===== src/hw/bas_pkg.sv =====
// Package with register map, field layouts and timing constants of the boost supervisor.
package bas_pkg;

   // ==========================================================================
   // Clock and timing
   // ==========================================================================
   localparam int unsigned CLK_HZ            = 40_000_000;
   localparam int unsigned UV_TIMEOUT_MS     = 110;
   localparam int unsigned DISCHARGE_MS      = 400;
   localparam int unsigned UV_TIMEOUT_CYC    = (CLK_HZ / 1000) * UV_TIMEOUT_MS;
   localparam int unsigned DISCHARGE_CYC     = (CLK_HZ / 1000) * DISCHARGE_MS;
   localparam int unsigned SYNC_MIN_KHZ      = 100;
   localparam int unsigned SYNC_MAX_KHZ      = 2222;
   // Longest legal sync period (floor) and shortest (ceiling), in cycles.
   localparam int unsigned SYNC_MAX_PER_CYC  = CLK_HZ / (SYNC_MIN_KHZ * 1000);
   localparam int unsigned SYNC_MIN_PER_CYC  = (CLK_HZ + SYNC_MAX_KHZ * 1000 - 1) / (SYNC_MAX_KHZ * 1000);
   localparam int unsigned MONITOR_PERIOD    = 4000;
   localparam int unsigned SYNC_EDGES_LOCK   = 4;

   // ==========================================================================
   // Target scale: 0 is minimum boost level, TARGET_MAX is maximum
   // ==========================================================================
   localparam int unsigned TW                = 10;
   localparam logic [TW-1:0] TARGET_MAX      = 10'h3ff;
   // Initial level at 88 percent of the range.
   localparam logic [TW-1:0] TARGET_INIT     = 10'h384;
   localparam logic [TW-1:0] TARGET_STEP     = 10'h004;

   // ==========================================================================
   // Register offsets
   // ==========================================================================
   localparam logic [11:0] ADDR_CTRL         = 12'h000;
   localparam logic [11:0] ADDR_STATUS       = 12'h004;
   localparam logic [11:0] ADDR_TARGET       = 12'h008;
   localparam logic [11:0] ADDR_MASK         = 12'h00c;

   // CTRL fields.
   localparam int unsigned CTRL_RANGE_LSB    = 0;
   localparam int unsigned CTRL_RATE_LSB     = 2;
   localparam logic [1:0] RANGE_RESET        = 2'h2;
   localparam logic [1:0] RATE_RESET         = 2'h0;

   // STATUS bits; flags clear by writing one.
   localparam int unsigned ST_SOFT_OV        = 0;
   localparam int unsigned ST_HARD_OV        = 1;
   localparam int unsigned ST_OVERCURRENT    = 2;
   localparam int unsigned ST_EXT_SYNC       = 8;
   localparam int unsigned ST_SPREAD_ON      = 9;
   localparam int unsigned ST_FAULT_REC      = 10;
   localparam int unsigned ST_SKIP           = 11;

   // Deviation in tenths of a percent and modulation rate in Hz per code.
   localparam logic [6:0]  SPREAD_DEV [4]    = '{7'd33, 7'd43, 7'd53, 7'd72};
   localparam logic [10:0] DITHER_HZ [4]     = '{11'd200, 11'd500, 11'd800, 11'd1200};

   typedef enum logic [4:0] {
      BAS_OFF       = 5'b00001,
      BAS_STARTUP   = 5'b00010,
      BAS_RUN       = 5'b00100,
      BAS_FAULT     = 5'b01000,
      BAS_DISCHARGE = 5'b10000
   } bas_state_t;

endpackage


===== src/hw/bas_supervisor.sv =====
// Supervisory and control logic of an adaptive boost controller for LED strings.
//
// Summary of operation
// - Only configured outputs steer the boost target.
// - Open or shorted strings leave the loop.
// - Raise target when a monitored output dips.
// - Lower target while all monitored outputs have headroom.
// - Start at 88 percent; adapt once sinks active.
// - Soft overvoltage gates switch, flags, sinks stay.
// - Switching resumes when soft overvoltage clears.
// - Hard overvoltage enters fault recovery, sets flag.
// - Undervoltage starts a 110 ms timer.
// - Expired undervoltage timer: recovery, overcurrent flag.
// - Protection thresholds track the present target.
// - Static sync level selects spread spectrum.
// - Valid sync clock drives external synchronisation.
// - Lost sync clock falls back, uses last level.
// - No spread while externally synchronised.
// - Spread range codes, reset value two.
// - Modulation rate codes, reset value zero.
// - Disable stops boost, sinks, FET; discharges.
// - Discharge lasts 400 ms then shutdown.
// - Discharge pin overvoltage forces hard fault.
// - Light load skips switching cycles.
// - Detect sync clock at start; else internal.
`timescale 1ns/1ps
module bas_supervisor
   import bas_pkg::*;
#(
   parameter int unsigned NOUT          = 4,
   parameter int unsigned UV_TIMEOUT    = UV_TIMEOUT_CYC,
   parameter int unsigned DISCHARGE_LEN = DISCHARGE_CYC,
   parameter int unsigned MON_PERIOD    = MONITOR_PERIOD
) (
   // APB slave
   input  wire logic            pclk,
   input  wire logic            presetn,
   input  wire logic            psel,
   input  wire logic            penable,
   input  wire logic            pwrite,
   input  wire logic [11:0]     paddr,
   input  wire logic [31:0]     pwdata,
   output logic [31:0]          prdata,
   output logic                 pready,
   output logic                 pslverr,
   // Device enable and string setup
   input  wire logic            enable_pin,
   input  wire logic [NOUT-1:0] string_config_resistor,
   input  wire logic [NOUT-1:0] string_fault,
   input  wire logic            sinks_ready,
   // Analog comparators
   input  wire logic [NOUT-1:0] sink_output_pin_low,
   input  wire logic            soft_overvolt_cmp,
   input  wire logic            hard_overvolt_cmp,
   input  wire logic            boost_undervolt_cmp,
   input  wire logic            discharge_overvolt_cmp,
   input  wire logic            light_load_cmp,
   input  wire logic            boost_clock_select_pin,
   // Power stage controls
   output logic [TW-1:0]        boost_target,
   output logic                 switch_enable,
   output logic                 sinks_enable,
   output logic                 power_fet_on,
   output logic                 discharge_on,
   output logic                 ext_sync_mode,
   output logic                 ext_sync_tick,
   output logic                 spread_enable,
   output logic [6:0]           spread_deviation,
   output logic [10:0]          dither_rate_hz,
   output logic [1:0]           dither_rate_select
);

   // ==========================================================================
   // State
   // ==========================================================================
   typedef struct packed {
      logic [1:0]      en_sy;
      logic [1:0]      sov_sy;
      logic [1:0]      hov_sy;
      logic [1:0]      uv_sy;
      logic [1:0]      dov_sy;
      logic [1:0]      ll_sy;
      logic [1:0]      clk_sy;
      logic            clk_prev;
      logic [1:0]      rdy_sy;
      logic [NOUT-1:0] low_s1;
      logic [NOUT-1:0] low_s2;
      bas_state_t      state;
      logic [TW-1:0]   target;
      logic [31:0]     tmr;
      logic [31:0]     uv_cnt;
      logic            uv_run;
      logic [15:0]     mon_cnt;
      logic [15:0]     per_cnt;
      logic [2:0]      edges;
      logic            ext;
      logic            tick;
      logic [1:0]      range;
      logic [1:0]      rate;
      logic [2:0]      flags;
      logic [31:0]     rdata;
   } bas_regs_t;

   bas_regs_t r_q;
   bas_regs_t r_d;

   logic            wr_acc;
   logic            rd_acc;
   logic [NOUT-1:0] monitored;
   logic            any_low;
   logic            sync_rise;
   logic            soft_ov;
   logic            hard_ov;
   logic            active;

   always_comb begin
      wr_acc    = psel && penable && pwrite;
      rd_acc    = psel && !penable && !pwrite;
      monitored = r_q.low_s2 & string_config_resistor & ~string_fault;
      any_low   = |monitored;
      sync_rise = r_q.clk_sy[1] && !r_q.clk_prev;
      soft_ov   = r_q.sov_sy[1];
      hard_ov   = r_q.hov_sy[1] || r_q.dov_sy[1];
      active    = (r_q.state == BAS_STARTUP) || (r_q.state == BAS_RUN);
   end

   // ==========================================================================
   // Next state
   // ==========================================================================
   always_comb begin
      r_d          = r_q;
      r_d.en_sy    = {r_q.en_sy[0], enable_pin};
      r_d.sov_sy   = {r_q.sov_sy[0], soft_overvolt_cmp};
      r_d.hov_sy   = {r_q.hov_sy[0], hard_overvolt_cmp};
      r_d.uv_sy    = {r_q.uv_sy[0], boost_undervolt_cmp};
      r_d.dov_sy   = {r_q.dov_sy[0], discharge_overvolt_cmp};
      r_d.ll_sy    = {r_q.ll_sy[0], light_load_cmp};
      r_d.clk_sy   = {r_q.clk_sy[0], boost_clock_select_pin};
      r_d.clk_prev = r_q.clk_sy[1];
      r_d.rdy_sy   = {r_q.rdy_sy[0], sinks_ready};
      r_d.low_s1   = sink_output_pin_low;
      r_d.low_s2   = r_q.low_s1;
      r_d.tick     = 1'b0;

      // Sync clock detector; a period out of range or a stall drops the lock.
      if (sync_rise) begin
         r_d.per_cnt = 16'h0000;
         if (r_q.per_cnt + 16'h0001 >= 16'(SYNC_MIN_PER_CYC)) begin
            if (r_q.edges != 3'(SYNC_EDGES_LOCK)) begin
               r_d.edges = r_q.edges + 3'h1;
            end
         end else begin
            r_d.edges = 3'h0;
         end
         r_d.tick = r_q.ext;
      end else if (r_q.per_cnt >= 16'(SYNC_MAX_PER_CYC)) begin
         r_d.edges = 3'h0;
      end else begin
         r_d.per_cnt = r_q.per_cnt + 16'h0001;
      end
      r_d.ext = (r_q.edges == 3'(SYNC_EDGES_LOCK));

      // Undervoltage timeout runs only while the stage is active (startup or run).
      if (active && r_q.uv_sy[1]) begin
         r_d.uv_run = 1'b1;
         r_d.uv_cnt = r_q.uv_run ? r_q.uv_cnt + 32'h1 : 32'h0;
      end else begin
         r_d.uv_run = 1'b0;
         r_d.uv_cnt = 32'h0;
      end

      // Status flags; a clear write loses to a new event.
      if (wr_acc && paddr == ADDR_STATUS) begin
         r_d.flags = r_q.flags & ~pwdata[2:0];
      end
      if (active && soft_ov) begin
         r_d.flags[ST_SOFT_OV] = 1'b1;
      end

      unique case (r_q.state)
         BAS_OFF: begin
            r_d.target = TARGET_INIT;
            r_d.tmr    = 32'h0;
            if (r_q.en_sy[1]) begin
               r_d.state = BAS_STARTUP;
            end
         end
         BAS_STARTUP: begin
            r_d.target = TARGET_INIT;
            if (r_q.rdy_sy[1]) begin
               r_d.state   = BAS_RUN;
               r_d.mon_cnt = 16'h0000;
            end
         end
         BAS_RUN: begin
            if (r_q.mon_cnt >= 16'(MON_PERIOD - 1)) begin
               r_d.mon_cnt = 16'h0000;
               if (any_low) begin
                  r_d.target = (r_q.target > TARGET_MAX - TARGET_STEP) ?
                               TARGET_MAX : r_q.target + TARGET_STEP;
               end else begin
                  r_d.target = (r_q.target < TARGET_STEP) ?
                               '0 : r_q.target - TARGET_STEP;
               end
            end else begin
               r_d.mon_cnt = r_q.mon_cnt + 16'h0001;
            end
         end
         BAS_FAULT: begin
            r_d.target = TARGET_INIT;
            if (!hard_ov && !r_q.uv_sy[1]) begin
               r_d.state = BAS_STARTUP;
            end
         end
         BAS_DISCHARGE: begin
            r_d.tmr = r_q.tmr + 32'h1;
            if (r_q.tmr >= DISCHARGE_LEN - 1) begin
               r_d.state = BAS_OFF;
            end
         end
      endcase

      if (active && hard_ov) begin
         r_d.state                = BAS_FAULT;
         r_d.flags[ST_HARD_OV]    = 1'b1;
      end else if (active && r_q.uv_run && r_q.uv_cnt >= UV_TIMEOUT - 1) begin
         r_d.state                = BAS_FAULT;
         r_d.flags[ST_OVERCURRENT] = 1'b1;
      end
      if (r_q.dov_sy[1]) begin
         r_d.flags[ST_HARD_OV] = 1'b1;
      end
      if (!r_q.en_sy[1] && r_q.state != BAS_OFF && r_q.state != BAS_DISCHARGE) begin
         r_d.state = BAS_DISCHARGE;
         r_d.tmr   = 32'h0;
      end

      // Control register.
      if (wr_acc && paddr == ADDR_CTRL) begin
         r_d.range = pwdata[CTRL_RANGE_LSB +: 2];
         r_d.rate  = pwdata[CTRL_RATE_LSB +: 2];
      end

      // Read data is captured in setup so it is stable in the access phase.
      if (rd_acc) begin
         r_d.rdata = 32'h0;
         unique case (paddr)
            ADDR_CTRL: begin
               r_d.rdata[CTRL_RANGE_LSB +: 2] = r_q.range;
               r_d.rdata[CTRL_RATE_LSB +: 2]  = r_q.rate;
            end
            ADDR_STATUS: begin
               r_d.rdata[2:0]            = r_q.flags;
               r_d.rdata[ST_EXT_SYNC]    = r_q.ext;
               r_d.rdata[ST_SPREAD_ON]   = spread_enable;
               r_d.rdata[ST_FAULT_REC]   = (r_q.state == BAS_FAULT);
               r_d.rdata[ST_SKIP]        = r_q.ll_sy[1];
            end
            ADDR_TARGET: begin
               r_d.rdata[TW-1:0] = r_q.target;
            end
            default: begin
               r_d.rdata = 32'h0;
            end
         endcase
      end
   end

   always_ff @(posedge pclk or negedge presetn) begin
      if (!presetn) begin
         r_q       <= '0;
         r_q.state <= BAS_OFF;
         r_q.target <= TARGET_INIT;
         r_q.range <= RANGE_RESET;
         r_q.rate  <= RATE_RESET;
      end else begin
         r_q <= r_d;
      end
   end

   // ==========================================================================
   // Outputs
   // ==========================================================================
   always_comb begin
      pready             = 1'b1;
      prdata             = r_q.rdata;
      pslverr            = psel && penable && !(paddr == ADDR_CTRL || paddr == ADDR_STATUS ||
                                                paddr == ADDR_TARGET);
      // Thresholds are offsets from this target in the analog stage.
      boost_target       = r_q.target;
      switch_enable      = active && !soft_ov && !r_q.ll_sy[1];
      sinks_enable       = (r_q.state == BAS_RUN);
      power_fet_on       = active;
      discharge_on       = (r_q.state == BAS_DISCHARGE);
      ext_sync_mode      = r_q.ext;
      ext_sync_tick      = r_q.tick;
      spread_enable      = !r_q.ext && r_q.clk_sy[1];
      spread_deviation   = SPREAD_DEV[r_q.range];
      dither_rate_hz     = DITHER_HZ[r_q.rate];
      dither_rate_select = r_q.rate;
   end

endmodule // bas_supervisor


===== config.mk =====
export PLATFORM = sky130hd
export DESIGN_NAME = bas_supervisor
export DESIGN_NICKNAME = d
export VERILOG_FILES = /design/src/hw/bas_pkg.sv /design/src/hw/bas_supervisor.sv
export SDC_FILE = /design/constraint.sdc
export NUM_CORES = 1
export LEC_CHECK = 0
export ABC_AREA = 1
export BUFFER_PORTS_ARGS = -buffer_cell sky130_fd_sc_hd__buf_2
export CAP_MARGIN = 20
export CORE_UTILIZATION = 52
export DETAILED_ROUTE_END_ITERATION = 10
export PLACE_DENSITY = 0.77
export SLEW_MARGIN = 20
export SYNTH_ARGS = -nofsm -noshare
export SYNTH_HDL_FRONTEND = slang
export SYNTH_SLANG_ARGS = --single-unit
export TNS_END_PERCENT = 30

===== constraint.sdc =====
create_clock -name pclk -period 1.6 [get_ports pclk]
set_input_delay 0.16 -clock pclk [delete_from_list [all_inputs] [get_ports pclk]]
set_output_delay 0.16 -clock pclk [all_outputs]
set_load 0.01 [all_outputs]

==> run_results.csv <==
group,metric,value,unit
logic_synthesis,synth-async-reset-ratio,100.0,%
power_and_ir_drop,p_sw,2.056,mW
die,die-area,0.01811,mm2
final_layout,fillers,1149,
setup_path,r2r_setup_slack,-0.33,ns
worst_hold_path,holdPathEnd,"dither_rate_select[0]",
power_and_ir_drop,ir_drop,0.8200,mV
setup_path,cp_cell_sequence,"inv_4 > nor2_4 > nand3_4 > nand3_4 > buf_6 > nand2_4 > nor2_4 > nand3_4 > buf_4 > o21ai_4 > a21oi_1",
logic_synthesis,synth.area.top_cells,"dfrtp_1 42%, nand2_1 10%, inv_1 6.4%, nor2_1 5.9%, buf_4 4.3%",
final_layout,instances_no_fill,1687,
routing,drtIter0Drc,652,
grt,grt_pass1_vias,8808,
worst_hold_path,min_path_cells,3,
final_layout,final_util,72.66,%
power_and_ir_drop,switching_share,22.98,%
worst_hold_path,min_from,"pwdata[2]",
clock_network,clock_path_buffers,2,
timing,clock_skew,0.01237,ns
final_layout,drive_gt1_share,33.58,%
grt,grt_max_degree,48,
logic_synthesis,yosysTopAreaCell,"dfrtp_1",
setup_path,crit_top_cell,"nand3_4",
timing,fin_ws,-0.3326,ns
clock_network,h-tree-depth,4,
routing,vias_per_cell,5.445,
logic_synthesis,synth_ff_type,"dfrtp_1",
logic_synthesis,synth_top_area_share,42.17,%
power_and_ir_drop,leakagePower,5.930,nW
grt,grt_overflow,0,
timing,slew_violations,0,
final_layout,nNetsFinal,1537,
timing,final.min_clock_period,1.933,ns
logic_synthesis,synth_edf_count,0,
status,violations,"setup timing",
clock_network,cts_inserted_buffers,17,
setup_path,reg2reg_depth,11,
clock_network,insertion_delay,0.43,ns
timing,finalCritPeriodShare,120.8,%
logic_synthesis,synthMostInstantiatedCell,"nand2_1",
setup_path,reg2reg_to,"r_q[122]",
timing,rsz0062_at_grt,"yes",
placed_design,post-dp-hpwl,16600,um
setup_path,path_buf_inv,3,
power_and_ir_drop,powerDensity,714.4,mW/mm2
die,start_util,53.02,%
logic_synthesis,synth.top_cells.by_count,"253 x nand2_1, 155 x inv_1, 154 x dfrtp_1, 144 x nor2_1, 66 x nand3_1",
status,status,"finished, violations left",
setup_path,cpMaxStageDelayCell,"dfstp_2",
timing,final-setup-viol-count,96,
power_and_ir_drop,p_int,6.891,mW
setup_path,start_kind,"flip-flop",
die,io_pins,140,
logic_synthesis,netlist_instances,1187,
timing,fmax,517.4,MHz
routing,wl_per_cell,15.68,um
routing,first_pass_iters,5,
routing,wl,26460,um
final_layout,n_antenna_cell,0,
grt,grt_use_total,28.72,%
placed_design,port_buffers,88,
final_layout,area_growth,37.05,%
routing,via_count,9186,
logic_synthesis,syn_avg_cell_area,7.699,um2
clock_network,path_clk_slew,0.06,ns
routing,drc,0,
die,fp.dieW,134.6,um
setup_path,cpPeakStageDelay,0.61,ns
routing,ant_nets,0,
setup_path,path_class,"flip-flop to flip-flop",
power_and_ir_drop,p_clk_share,45.2,%
timing,finalHoldViolations,0,
setup_path,crit_required,1.91,ns
setup_path,timing.rr.start,"r_q[151]",
die,core_area,0.01724,mm2
die,dieHeight,134.6,um
logic_synthesis,ys_ff_latch,160,
power_and_ir_drop,p_seq_share,47.2,%
setup_path,cp_max_fo,4,
placed_design,dpl.cell_count,1606,
logic_synthesis,yosys_warnings,0,
power_and_ir_drop,combPwrFrac,7.6,%
power_and_ir_drop,power,8.947,mW
setup_path,cp_top_family,"simple AND/OR/NAND/NOR gates",
clock_network,cts_root_buf,"clkbuf_16",
placed_design,place_congestion,0.9319,
clock_network,cts.sinks,160,
setup_path,end_kind,"flip-flop",
logic_synthesis,yosysSeqAreaShare,43.89,%
logic_synthesis,synth.distinct_cells,48,
run,drv_cap,0,
clock_network,cts_tree,"built",
grt,grt_pass1_wl,41220,um
worst_hold_path,hp-class,"input pin to flip-flop",
grt,antenna_found_initial,0,
timing,holdWs,0.09001,ns
die,rows,48,
logic_synthesis,synthesis.area,0.009139,mm2
setup_path,worstPathArrival,2.25,ns
## cells in the final DEF, fill, tap and decap left out, types with 10 or more instances in the layout
cell and instances:
ha_1 12, dfrtp_1 148, nor2_2 22, nand2_1 229, buf_4 156, o21ai_1 19, clkbuf_16 17, nand3_2 15
dlygate4sd3_1 16, nor3_1 23, nor2_1 119, a21oi_2 10, o22ai_1 16, nor3_2 23, inv_1 140, xor2_1 28
inv_2 16, nand4_1 35, nor2_4 18, o21ai_0 35, conb_1 23, nand3_1 52, nand2_2 21, buf_6 23
a21oi_1 32, buf_2 84
## state kept, by name (all words and copies together), names as in the netlist
| name | count |
|---|---|
| r_q | 122 |
| ext_sync_tick | 1 |
| boost_target | 9 |
| dither_rate_select | 2 |
| prdata | 12 |
| r_d | 13 |
| ext_sync_mode | 1 |
## what timing repair did
| item | 4_1_cts | 5_1_grt |
|---|---|---|
| pin swaps | 32 | 40 |
| gates cloned | 1 | 0 |
| setup endpoints to repair | 82 | 114 |
| gates resized for setup | 125 | 101 |
| hold buffers | 16 | 0 |
| buffers inserted | 24 | 12 |
| endpoints found under the hold margin | 57 | 0 |
## kinds of logic (layout without fill, tap and decap cells)
| group | count (synthesis) | count (layout) | share of synthesized area (%) |
|---|---|---|---|
| multiplexers | 1 | 1 | 0.1095 |
| other | 2 | 23 | 0.08218 |
| buffers and inverters | 228 | 482 | 11.64 |
| AND/OR/NAND/NOR | 599 | 599 | 29.64 |
| adder cells (fa/ha/maj) | 17 | 17 | 2.327 |
| AO/OA/AOI/OAI | 145 | 145 | 8.954 |
| flip-flops | 160 | 160 | 43.89 |
| XOR/XNOR | 35 | 35 | 3.354 |
## layer usage
metal  track usage, %  up-vias  share of wire (%)
li1                 -     4323                  -
met1            35.31     4438                 40
met2            50.92      352                 52
met3            5.706       73                5.5
met4            8.677        0                2.4
met5                0        -                  0
## through the flow
stage | setup slack (ns) | setup TNS [ns] | cell area, um2
after floorplan | -0.05808 | -0.2629 | 9250
after CTS | -0.2240 | -5.822 | 12080
final | -0.3326 | -16.04 | 12520
after global placement | -0.2292 | -4.023 | 10720
after global routing | -0.4035 | -24.81 | 12520
after detailed placement | -0.2489 | -7.107 | 10720
## layout make-up
| cell class | count | area (um2) | share of cell area, % |
|---|---|---|---|
| clock buffers | 25 | 495.5 | 3.956 |
| repair buffers | 287 | 2178 | 17.39 |
| clock inverters | 5 | 78.83 | 0.6294 |
| well taps | 225 | 281.5 | 2.248 |
| inverters | 165 | 643.1 | 5.135 |
| flip-flops and latches | 160 | 4019 | 32.09 |
| multi-input cells | 820 | 4828 | 38.55 |
## power groups by stage
stage	Sequential (mW)	Clock (mW)	Combinational (mW)
finish	4.22	4.04	0.684
global placement	4.25	0	0.518
global route	4.23	4.28	0.762
floorplan	4.25	0	0.270
CTS	4.19	4.08	0.604
detailed placement	4.26	0	0.529
## worst register-to-register path, delay by kind of cell, from the launching register on
family                 cells  cell delay [ns]
AO/OA/AOI/OAI              2             0.20
buffers and inverters      3             0.35
flip-flops                 1             0.61
AND/OR/NAND/NOR            6             0.66
## worst max-delay path by stage
stage / endpoint / slack, ns / cells after the start / startpoint
2_1_floorplan: r_q[43] / -0.06 / 13 / r_q[45]
3_3_place_gp: r_q[151] / -0.23 / 10 / r_q[151]
3_5_place_dp: r_q[113] / -0.25 / 9 / r_q[151]
4_1_cts: power_fet_on / -0.22 / 7 / r_q[151]
5_1_grt: r_q[128] / -0.40 / 12 / r_q[151]
6_report: r_q[122] / -0.33 / 11 / r_q[151]
(Power assumes the default switching activity.)
